[src/hw/dma_chan_cfg.svh]
// Purpose: Address map, field positions and reset values of the channel register block.
// Assumes: Byte addresses on a 32-bit APB; only paddr[11:0] is decoded.
// Notes: Offsets inside a channel block are byte offsets from the block base.
`ifndef DMA_CHAN_CFG_SVH
`define DMA_CHAN_CFG_SVH

`define CHAN_COUNT 12
`define CHAN_STRIDE 12'h040
`define OFF_SOURCE 6'h00
`define OFF_DEST 6'h04
`define OFF_TALLY 6'h08
`define OFF_CONTROL 6'h0c
`define OFF_TALLY_TRIG 6'h1c
`define DBG_REGION 2'h2
`define OFF_RELOAD_DBG 6'h04
`define ADDR_INTR_STATUS 12'h400
`define ADDR_INTR_MASK 12'h404

`define BIT_FAULT_ANY 31
`define BIT_FAULT_READ 30
`define BIT_FAULT_WRITE 29
`define BIT_BUSY 24
`define BIT_ENABLE 0

`define PTR_RESET 32'h00000000
`define TALLY_RESET 32'h00000000
`define XFER_BYTES 32'h00000004

`endif

[src/hw/dma_chan_pkg.sv]
// Purpose: Types shared by the channel core and its bench.
// Assumes: Nothing beyond the configuration header.
// Notes: State codes are one-hot.
`default_nettype none
package dma_chan_pkg;

  typedef enum logic [2:0] {
    ST_IDLE  = 3'b001,
    ST_READ  = 3'b010,
    ST_WRITE = 3'b100
  } eng_state_type;

  typedef enum logic [3:0] {
    SEL_NONE, SEL_SOURCE, SEL_DEST, SEL_TALLY, SEL_CONTROL,
    SEL_TALLY_TRIG, SEL_RELOAD_DBG, SEL_INTR_STATUS, SEL_INTR_MASK
  } sel_type;

  typedef struct packed {
    sel_type sel;
    logic [3:0] ch;
  } decode_type;

  typedef struct packed {
    logic req;
    logic [31:0] addr;
  } bus_req_type;

endpackage
`default_nettype wire

[src/hw/dma_chan_core.sv]
// Purpose: Pointer, transfer count and control/status core of a multi-channel DMA engine.
// Assumes: One clock; bus answers (ack, err) come from logic on the same clock.
// Notes: One transfer in flight at a time, lowest ready channel first.
`include "dma_chan_cfg.svh"
`default_nettype none
module dma_chan_core #(
  parameter int NUM_CH = `CHAN_COUNT
) (
  // Clock and reset
  input wire logic mclk,
  input wire logic rst_n,
  // APB slave
  input wire logic psel,
  input wire logic penable,
  input wire logic pwrite,
  input wire logic [11:0] paddr,
  input wire logic [31:0] pwdata,
  output logic [31:0] prdata,
  output logic pready,
  output logic pslverr,
  // System bus read side
  output dma_chan_pkg::bus_req_type rd_req,
  input wire logic rd_ack,
  input wire logic rd_err,
  input wire logic [31:0] rd_data,
  // System bus write side
  output dma_chan_pkg::bus_req_type wr_req,
  output logic [31:0] wr_data,
  input wire logic wr_ack,
  input wire logic wr_err,
  // Interrupt
  output logic irq
);

  if (NUM_CH < 1 || NUM_CH > 16) begin : g_bad_num_ch
    $error("NUM_CH must lie between 1 and 16.");
  end

  logic [31:0] src_r [NUM_CH];
  logic [31:0] dst_r [NUM_CH];
  logic [31:0] live_r [NUM_CH];
  logic [31:0] reload_r [NUM_CH];
  logic [NUM_CH-1:0] en_r, busy_r, rerr_r, werr_r, stat_r, mask_r;
  logic [31:0] prdata_r;
  logic pready_r, pslverr_r, irq_r;
  dma_chan_pkg::bus_req_type rd_r, wr_r;
  logic [31:0] wr_data_r;
  dma_chan_pkg::eng_state_type state_r;
  logic [3:0] cur_r;

  function automatic dma_chan_pkg::decode_type decode(input logic [11:0] a);
    dma_chan_pkg::decode_type d;
    d.sel = dma_chan_pkg::SEL_NONE;
    d.ch = a[9:6];
    if (a[11:10] == 2'h0 && 32'(a[9:6]) < NUM_CH) begin
      case (a[5:0])
        `OFF_SOURCE: d.sel = dma_chan_pkg::SEL_SOURCE;
        `OFF_DEST: d.sel = dma_chan_pkg::SEL_DEST;
        `OFF_TALLY: d.sel = dma_chan_pkg::SEL_TALLY;
        `OFF_CONTROL: d.sel = dma_chan_pkg::SEL_CONTROL;
        `OFF_TALLY_TRIG: d.sel = dma_chan_pkg::SEL_TALLY_TRIG;
        default: d.sel = dma_chan_pkg::SEL_NONE;
      endcase
    end else if (a[11:10] == `DBG_REGION && 32'(a[9:6]) < NUM_CH
                 && a[5:0] == `OFF_RELOAD_DBG) begin
      d.sel = dma_chan_pkg::SEL_RELOAD_DBG;
    end else if (a == `ADDR_INTR_STATUS) begin
      d.sel = dma_chan_pkg::SEL_INTR_STATUS;
    end else if (a == `ADDR_INTR_MASK) begin
      d.sel = dma_chan_pkg::SEL_INTR_MASK;
    end
    return d;
  endfunction

  dma_chan_pkg::decode_type wd, rd_dec;
  logic wr_en;
  assign wd = decode(paddr);
  assign rd_dec = wd;
  // Writes land only at the access edge that the master sees pready high.
  assign wr_en = psel && penable && pwrite && pready_r && !pslverr_r;

  function automatic logic hit(input dma_chan_pkg::sel_type s, input int i);
    return wr_en && wd.sel == s && 32'(wd.ch) == i;
  endfunction

  // Engine events.
  logic rd_done, rd_fail, wr_done, wr_fail, last_xfer;
  assign rd_fail = state_r == dma_chan_pkg::ST_READ && rd_err;
  assign rd_done = state_r == dma_chan_pkg::ST_READ && rd_ack && !rd_err;
  assign wr_fail = state_r == dma_chan_pkg::ST_WRITE && wr_err;
  assign wr_done = state_r == dma_chan_pkg::ST_WRITE && wr_ack && !wr_err;
  assign last_xfer = live_r[cur_r] == 32'h1;

  // Triggers: control write with enable set, or the count-trigger alias.
  logic [NUM_CH-1:0] trig, set_rerr, set_werr, set_intr, w1c_ctrl, w1c_stat;
  logic [31:0] trig_len [NUM_CH];
  always_comb begin
    for (int i = 0; i < NUM_CH; i++) begin
      trig[i] = !busy_r[i] && ((hit(dma_chan_pkg::SEL_CONTROL, i) && pwdata[`BIT_ENABLE])
                || hit(dma_chan_pkg::SEL_TALLY_TRIG, i));
      trig_len[i] = hit(dma_chan_pkg::SEL_TALLY_TRIG, i) ? pwdata : reload_r[i];
      set_rerr[i] = rd_fail && 32'(cur_r) == i;
      set_werr[i] = wr_fail && 32'(cur_r) == i;
      set_intr[i] = set_rerr[i] || set_werr[i] || (wr_done && last_xfer && 32'(cur_r) == i)
                    || (trig[i] && trig_len[i] == `TALLY_RESET);
      w1c_ctrl[i] = hit(dma_chan_pkg::SEL_CONTROL, i);
      w1c_stat[i] = wr_en && wd.sel == dma_chan_pkg::SEL_INTR_STATUS && pwdata[i];
    end
  end

  always_ff @(posedge mclk) begin
    for (int i = 0; i < NUM_CH; i++) begin
      if (!rst_n) begin
        src_r[i] <= `PTR_RESET;
      end else if (hit(dma_chan_pkg::SEL_SOURCE, i)) begin
        src_r[i] <= pwdata;
      end else if (rd_done && 32'(cur_r) == i) begin
        src_r[i] <= src_r[i] + `XFER_BYTES;
      end
    end
  end

  always_ff @(posedge mclk) begin
    for (int i = 0; i < NUM_CH; i++) begin
      if (!rst_n) begin
        dst_r[i] <= `PTR_RESET;
      end else if (hit(dma_chan_pkg::SEL_DEST, i)) begin
        dst_r[i] <= pwdata;
      end else if (wr_done && 32'(cur_r) == i) begin
        dst_r[i] <= dst_r[i] + `XFER_BYTES;
      end
    end
  end

  always_ff @(posedge mclk) begin
    for (int i = 0; i < NUM_CH; i++) begin
      if (!rst_n) begin
        reload_r[i] <= `TALLY_RESET;
      end else if (hit(dma_chan_pkg::SEL_TALLY, i) || hit(dma_chan_pkg::SEL_TALLY_TRIG, i)) begin
        reload_r[i] <= pwdata;
      end
    end
  end

  always_ff @(posedge mclk) begin
    for (int i = 0; i < NUM_CH; i++) begin
      if (!rst_n) begin
        live_r[i] <= `TALLY_RESET;
      end else if (trig[i]) begin
        live_r[i] <= trig_len[i];
      end else if (wr_done && 32'(cur_r) == i) begin
        live_r[i] <= live_r[i] - 32'h1;
      end
    end
  end

  // busy flag; only completion, a fault or a trigger move it.
  always_ff @(posedge mclk) begin
    for (int i = 0; i < NUM_CH; i++) begin
      if (!rst_n) begin
        busy_r[i] <= 1'b0;
      end else if (trig[i]) begin
        busy_r[i] <= trig_len[i] != `TALLY_RESET;
      end else if (set_rerr[i] || set_werr[i] || (wr_done && last_xfer && 32'(cur_r) == i)) begin
        busy_r[i] <= 1'b0;
      end
    end
  end

  // fault flags; a new fault wins over a clear in the same cycle.
  always_ff @(posedge mclk) begin
    for (int i = 0; i < NUM_CH; i++) begin
      if (!rst_n) begin
        rerr_r[i] <= 1'b0;
        werr_r[i] <= 1'b0;
        en_r[i] <= 1'b0;
      end else begin
        rerr_r[i] <= set_rerr[i] || (rerr_r[i] && !(w1c_ctrl[i] && pwdata[`BIT_FAULT_READ]));
        werr_r[i] <= set_werr[i] || (werr_r[i] && !(w1c_ctrl[i] && pwdata[`BIT_FAULT_WRITE]));
        if (w1c_ctrl[i]) begin
          en_r[i] <= pwdata[`BIT_ENABLE];
        end
      end
    end
  end

  // Interrupt status, mask and output.
  always_ff @(posedge mclk) begin
    if (!rst_n) begin
      stat_r <= '0;
      mask_r <= '0;
      irq_r <= 1'b0;
    end else begin
      stat_r <= (stat_r & ~w1c_stat) | set_intr;
      if (wr_en && wd.sel == dma_chan_pkg::SEL_INTR_MASK) begin
        mask_r <= pwdata[NUM_CH-1:0];
      end
      irq_r <= |(stat_r & mask_r);
    end
  end

  // a channel without enable is not picked, so it pauses busy.
  logic [3:0] pick;
  logic pick_ok;
  always_comb begin
    pick = 4'h0;
    pick_ok = 1'b0;
    for (int i = NUM_CH - 1; i >= 0; i--) begin
      if (busy_r[i] && en_r[i]) begin
        pick = 4'(i);
        pick_ok = 1'b1;
      end
    end
  end

  always_ff @(posedge mclk) begin
    if (!rst_n) begin
      state_r <= dma_chan_pkg::ST_IDLE;
      cur_r <= 4'h0;
      rd_r <= '0;
      wr_r <= '0;
      wr_data_r <= 32'h00000000;
    end else begin
      case (state_r)
        dma_chan_pkg::ST_IDLE: begin
          if (pick_ok) begin
            cur_r <= pick;
            rd_r.req <= 1'b1;
            rd_r.addr <= src_r[pick];
            state_r <= dma_chan_pkg::ST_READ;
          end
        end
        dma_chan_pkg::ST_READ: begin
          if (rd_err) begin
            rd_r.req <= 1'b0;
            state_r <= dma_chan_pkg::ST_IDLE;
          end else if (rd_ack) begin
            rd_r.req <= 1'b0;
            wr_r.req <= 1'b1;
            wr_r.addr <= dst_r[cur_r];
            wr_data_r <= rd_data;
            state_r <= dma_chan_pkg::ST_WRITE;
          end
        end
        dma_chan_pkg::ST_WRITE: begin
          if (wr_err || wr_ack) begin
            wr_r.req <= 1'b0;
            state_r <= dma_chan_pkg::ST_IDLE;
          end
        end
        default: begin
          rd_r.req <= 1'b0;
          wr_r.req <= 1'b0;
          state_r <= dma_chan_pkg::ST_IDLE;
        end
      endcase
    end
  end

  function automatic logic [31:0] control_word(input int i);
    logic [31:0] w;
    w = 32'h00000000;
    w[`BIT_FAULT_ANY] = rerr_r[i] || werr_r[i];
    w[`BIT_FAULT_READ] = rerr_r[i];
    w[`BIT_FAULT_WRITE] = werr_r[i];
    w[`BIT_BUSY] = busy_r[i];
    w[`BIT_ENABLE] = en_r[i];
    return w;
  endfunction

  // Read data is prepared in the setup cycle, so every access has one wait-free cycle.
  logic [31:0] rd_mux;
  always_comb begin
    rd_mux = 32'h00000000;
    case (rd_dec.sel)
      dma_chan_pkg::SEL_SOURCE: rd_mux = src_r[rd_dec.ch];
      dma_chan_pkg::SEL_DEST: rd_mux = dst_r[rd_dec.ch];
      dma_chan_pkg::SEL_TALLY,
      dma_chan_pkg::SEL_TALLY_TRIG: rd_mux = busy_r[rd_dec.ch] ? live_r[rd_dec.ch]
                                                                : reload_r[rd_dec.ch];
      dma_chan_pkg::SEL_CONTROL: rd_mux = control_word(32'(rd_dec.ch));
      dma_chan_pkg::SEL_RELOAD_DBG: rd_mux = reload_r[rd_dec.ch];
      dma_chan_pkg::SEL_INTR_STATUS: rd_mux[NUM_CH-1:0] = stat_r;
      dma_chan_pkg::SEL_INTR_MASK: rd_mux[NUM_CH-1:0] = mask_r;
      default: rd_mux = 32'h00000000;
    endcase
  end

  always_ff @(posedge mclk) begin
    if (!rst_n) begin
      pready_r <= 1'b0;
      pslverr_r <= 1'b0;
      prdata_r <= 32'h00000000;
    end else if (psel && !penable) begin
      pready_r <= 1'b1;
      pslverr_r <= rd_dec.sel == dma_chan_pkg::SEL_NONE;
      prdata_r <= (pwrite || rd_dec.sel == dma_chan_pkg::SEL_NONE) ? 32'h00000000 : rd_mux;
    end else begin
      pready_r <= 1'b0;
      pslverr_r <= 1'b0;
    end
  end

  assign prdata = prdata_r;
  assign pready = pready_r;
  assign pslverr = pslverr_r;
  assign rd_req = rd_r;
  assign wr_req = wr_r;
  assign wr_data = wr_data_r;
  assign irq = irq_r;

  logic [31:0] cur_src, cur_dst, cur_live;
  logic ctrl_setup, any_fail;
  assign cur_src = src_r[cur_r];
  assign cur_dst = dst_r[cur_r];
  assign cur_live = live_r[cur_r];
  assign ctrl_setup = psel && !penable && rd_dec.sel == dma_chan_pkg::SEL_CONTROL;
  assign any_fail = rd_fail || wr_fail;
endmodule // dma_chan_core
`default_nettype wire

[config.mk]
export PLATFORM = sky130hd
export DESIGN_NAME = dma_chan_core
export DESIGN_NICKNAME = d
export VERILOG_FILES = /design/src/hw/dma_chan_pkg.sv /design/src/hw/dma_chan_core.sv
export VERILOG_INCLUDE_DIRS = /design/src /design/src/hw
export SDC_FILE = /design/constraint.sdc
export NUM_CORES = 2
export LEC_CHECK = 0
export ABC_AREA = 1
export BUFFER_PORTS_ARGS = -buffer_cell sky130_fd_sc_hd__buf_2
export CORE_ASPECT_RATIO = 1.4
export CORE_MARGIN = 10
export CORE_UTILIZATION = 26
export DETAILED_ROUTE_END_ITERATION = 6
export PLACE_DENSITY = 0.42
export SYNTH_ARGS = -nofsm -noshare
export SYNTH_HDL_FRONTEND = slang
export SYNTH_SLANG_ARGS = --single-unit
[constraint.sdc]
create_clock -name mclk -period 3.9 [get_ports mclk]
set_input_delay 0 -clock mclk [delete_from_list [all_inputs] [get_ports mclk]]
set_output_delay 0 -clock mclk [all_outputs]
set_load 0.02 [all_outputs]
=== Word level (Yosys, flattened, before mapping) ===
Memories as Yosys holds them, arrays and structs flattened. A register that Yosys moved wholly into a read port is not among the register bits.
Index checks and enable logic that the tools add are counted.

* Multipliers: 0
* Shift operators: 0
* Multiplexer cells: 457
* Equality and inequality tests: 46
* Add/subtract/negate cells: 36
* Reductions and logical operators: 426
* Bitwise logic cells: 91
* Div/mod/pow operators: 0
* $lt $le $gt $ge: 3

{| class="wikitable"
|+ Operators by type and width
! kind !! count
|-
| $mux 32 || 98
|-
| $add 32x3->32 const B || 24
|-
| $logic_not 32->1 || 12
|-
| $reduce_bool 32->1 || 12
|-
| $sub 32x1->32 const B || 12
|-
| $mux 1 || 322
|-
| $logic_and 1x1->1 || 250
|-
| $pmux 20 s5 || 1
|-
| $mux 33 || 3
|-
| $logic_or 1x1->1 || 87
|-
| $or 1x1->1 || 84
|-
| $pmux 12 s7 || 1
|-
| $mux 4 || 20
|-
| $eq 4x3->1 const B || 12
|-
| $logic_not 1->1 || 40
|-
| $eq 4x4->1 const B || 9
|-
| $eq 32x1->1 const B || 1
|-
| $and 12x12->12 || 2
|-
| $eq 12x11->1 const B || 2
|-
| $eq 4x2->1 const B || 6
|-
| $reduce_bool 2->1 || 12
|-
| $bmux 1 s4 || 4
|-
| $pmux 3 s5 || 1
|-
| $eq 4x1->1 const B || 3
|-
| 26 further kinds || 41
|}

* Memory bits (read-only): 0
* Bits in registers: 212
* Output and inout port bits: 133
* Logic and storage cells: 1102
* Bits of input ports: 85
* Bits in latches: 0
* Memories: 4
* Bits in writable memories: 1536

{| class="wikitable"
|+ Memory list
! name !! depth !! bits a word !! read ports !! clocked after Yosys merged registers in !! write ports !! line !! source
|-
| dst_r || 12 || 32 || 14 || 1 || 12 || dma_chan_core.sv:40 || <nowiki>logic [31:0] dst_r [NUM_CH];</nowiki>
|-
| live_r || 12 || 32 || 14 || 1 || 12 || dma_chan_core.sv:41 || <nowiki>logic [31:0] live_r [NUM_CH];</nowiki>
|-
| reload_r || 12 || 32 || 13 || 0 || 12 || dma_chan_core.sv:42 || <nowiki>logic [31:0] reload_r [NUM_CH];</nowiki>
|-
| src_r || 12 || 32 || 14 || 0 || 12 || dma_chan_core.sv:39 || <nowiki>logic [31:0] src_r [NUM_CH];</nowiki>
|}

=== Logic depth before layout (Yosys ltp) ===
* Depth after elaboration: 16
* Depth in mapped cells: 22
* Depth with buffers taken out: 20

=== Least setup slack after synthesis ===
Ideal clock, no wire load.

* Path kind: register to register
* Start: register pready_r, in the netlist pready
* End: memory reload_r[0][0], enable pin
* Stages on the path, launching flop included: 8
* Required time: 3434 ps
* Arrival: 3787 ps
* Path buffers: 1
* Period minus slack after synthesis: 4252 ps
* Slack: -352 ps
* Setup time: 466 ps
* Path through: dfxtp_1 -> inv_1 -> nor4_4 -> inv_2 -> nor2_1 -> buf_2 -> inv_1 -> o21ai_0

{| class="wikitable"
|+ RTL lines
! what !! line !! source
|-
| from (decl) || dma_chan_core.sv:45 || <nowiki>logic pready_r, pslverr_r, irq_r;</nowiki>
|-
| from (signal assigned) || dma_chan_core.sv:291 || <nowiki>pready_r <= 1'b0;</nowiki>
|-
| from (signal assigned) || dma_chan_core.sv:295 || <nowiki>pready_r <= 1'b1;</nowiki>
|-
| from (signal assigned) || dma_chan_core.sv:299 || <nowiki>pready_r <= 1'b0;</nowiki>
|-
| to (decl) || dma_chan_core.sv:42 ||
|}

==> results.tsv <==
metric	value	unit
grt total ovfl	0	
global-route wire length before repair	928.0	mm
Port Buf Inserts	217	
vias in the first global route	113200	
reg2reg end	live_r[3][31]$_DFFE_PP_	
worst hold endpoint	src_r[8][12]$_SDFFCE_PN0P_	
Min-Delay Path Depth	4	
WL final	684.9	mm
setup bufs post-CTS	0	
maximum clock insertion buffer count	4	
Slew Limit Fails	0	
Period Utilization, post-route	96.97	%
H-tree depth	4	
area delta synth->final	19.39	%
max_slew headroom	6.384	%
GRT Util Overall	28.12	%
min Tclk post-route	3782	ps
Initial DRC Count	14070	
Vias/cell	5.563	
footprint of the multi-input gates	53570	sq um
via count	118700	
syn_area_per_cell	7.642	sq um
CTS sink cnt	1752	
worst setup path class	flop to flop	
most common cell after layout, fill and taps aside	nand2_1	
CP Max Fanout	22	
Worst Setup Start Kind	flop	
clk root buf	clkbuf_16	
die height	800.6	um
Starting Density	26.12	%
total of max-cap violations	0	
HP Start	pwdata[12]	
share of the yosys chip area belonging to registers	44.58	%
dpl ws	-11.86	ps
Syn Inst Count	14810	
Final nets	15490	
r2r startpoint	state_r[2]$_SDFFE_PN0P_	
CP required	4710	ps
FF/Latch Area	50460	sq um
die area	462400	sq um
final core occ	31.18	%
crit path DAT	4590	ps
run status	completed	
area of the mapped netlist	113200	sq um
wire length per cell	32.09	um
DRC	0	
power per cell area	371.4	nW/um^2
Core ar.	433300	sq um
Skew-Pair Late Insertion Delay	1000	ps
hold slack	31.70	ps
Synth warnings	0	
share of cells above drive strength 1	10.60	%
placer congestion estimate	1.022	
worst-case reg-to-reg path depth	11	
# IOs	218	
Max rail drop VDD	0.0003366	V
HPWL Detailed	526.2	mm
Max Freq	264.4	MHz
total leakage power	0.05207	uW
TritonCTS clock tree	yes	
Placed Instances	20760	
register bit total from synthesis	1752	
r2r setup slk	120	ps
largest net degree at the start of global routing	145	
count of cell types in the netlist	61	
HP Class	primary input to flop	
row count	286	
Slew @ Worst Pin	1395	ps
Post-Route Skew	82.41	ps
commonest non-fill, non-tap cells in the layout	2699 x nand2_1, 1694 x o21ai_0, 1691 x nor2_1	
cts bufs inserted	213	
DRT Pass-1 Iters	6	
Clock transition at path regs	60	ps
initial antenna violation count	52	
Post-Syn Nets	14930	
dominant synthesized flop cell	edfxtp_1	
Final WS setup	118.3	ps
FILL cells	46740	
Post-synth EDFFs	1536	
Non-Filler Instances	21350	
Finish-stage setup viols	0	
Async SR Flop Fraction	0	%
crit path capture type	flop	
Chip Width	577.6	um
Hold Fails Final Rpt	0	
Final ANT Viol Nets	0	
## cell usage after synthesis, types with 19 or more instances
library cell | count | area (sq um)
clkinv_1 | 24 | 90.09
o221ai_1 | 23 | 201.4
xnor2_1 | 87 | 762.0
nor2_1 | 1697 | 6370
a31oi_1 | 61 | 381.6
o22ai_1 | 975 | 6100
clkbuf_1 | 761 | 2856
ha_1 | 36 | 450.4
xor2_1 | 356 | 3118
buf_1 | 75 | 281.5
o2111ai_1 | 19 | 166.4
inv_2 | 27 | 101.4
o21ai_1 | 42 | 210.2
edfxtp_1 | 1536 | 46120
a22oi_1 | 23 | 172.7
buf_2 | 104 | 520.5
nand4_1 | 306 | 1914
o32ai_1 | 165 | 1445
nor4_1 | 78 | 488.0
a22o_1 | 39 | 341.6
o211ai_1 | 164 | 1231
nor3_1 | 338 | 1692
o21ai_0 | 1725 | 8633
or2_2 | 25 | 156.4
nand2_1 | 2707 | 10160
a221oi_1 | 46 | 402.9
dfxtp_1 | 216 | 4324
inv_1 | 1490 | 5593
nand3_1 | 983 | 4920
a21oi_1 | 503 | 2517
## flip-flops by register name, indices dropped and copies added (netlist names), 32 cells and up, named ones only
signal and flops:
dst_r 384, live_r 384, reload_r 384, src_r 384
rd_req 33, wr_req 33, prdata 32, wr_data 32
## layer usage
metal  vias up  global-route usage (%)  routed length [um]
met4        12                   23.62               71160
met1     58510                   32.73              254700
met5         -                       0                  88
li1      53080                       -                   -
met3      1495                   4.139               46950
met2      5637                   45.51              311900
## repair_timing
| item | 4_1_cts | 5_1_grt |
|---|---|---|
| setup endpoints to repair | 0 | 115 |
| hold buffers | 152 | 0 |
| resized for setup | 0 | 5 |
| hold endpoints to repair | 506 | 0 |
## layout make-up
class	count	share of cell area [%]
Multi-Input combinational cell	10570	39.65
Clock inverter	90	0.6593
Inverter	1541	4.329
Sequential cell	1752	37.34
Antenna cell	38	0.07038
Timing Repair Buffer	1290	8.070
Clock buffer	301	4.549
Tap cell	5760	5.334
## cell families after synthesis
kind of cell	share of synthesized area [%]
flip-flops	44.58
AO/OA/AOI/OAI	19.88
XOR/XNOR	3.428
adder cells (fa/ha/maj)	0.3980
buffers and inverters	8.374
AND/OR/NAND/NOR	23.35
## where the power goes
part / leakage [uW] / switching, uW / total, uW / internal (uW)
logic: 0.0308 / 5390 / 7180 / 1790
clock network: 0.00344 / 9350 / 21300 / 12000
registers: 0.0178 / 744 / 21700 / 20900
## how the worst max path moves through the flow
stage	startpoint	end	slack (ps)	depth (start not counted)
after global placement	paddr[4]	busy_r[8]$_SDFFE_PN0P_	-40	20
final	state_r[2]$_SDFFE_PN0P_	live_r[3][31]$_DFFE_PP_	120	11
after global routing	state_r[2]$_SDFFE_PN0P_	live_r[3][31]$_DFFE_PP_	-4	11
after floorplan	pready$_SDFF_PN0_	reload_r[0][0]$_SDFFCE_PN0P_	-350	7
after CTS	pready$_SDFF_PN0_	live_r[7][19]$_DFFE_PP_	30	13
after detailed placement	paddr[4]	busy_r[9]$_SDFFE_PN0P_	-10	18
## per-stage QoR
step                setup TNS (ps)  cell area (sq um)  power [uW]
floorplan                   -45070             113200       24750
global placement            -46.42             126400       28860
detailed placement          -11.86             126400       28830
CTS                              0             135000       50200
global route                -4.049             135100       51190
finish                           0             135100       50190
## critical path, stage by stage (launching register included)
cell and delay (ps):
dfxtp_1 340, inv_1 60, nor3_1 180, inv_1 110, nor3_1 170, inv_1 220
buf_4 270, nor2_1 820, nand3_1 380, inv_1 730, o21ai_0 200, o22ai_1 150
Power figures use the tool's default switching activity.
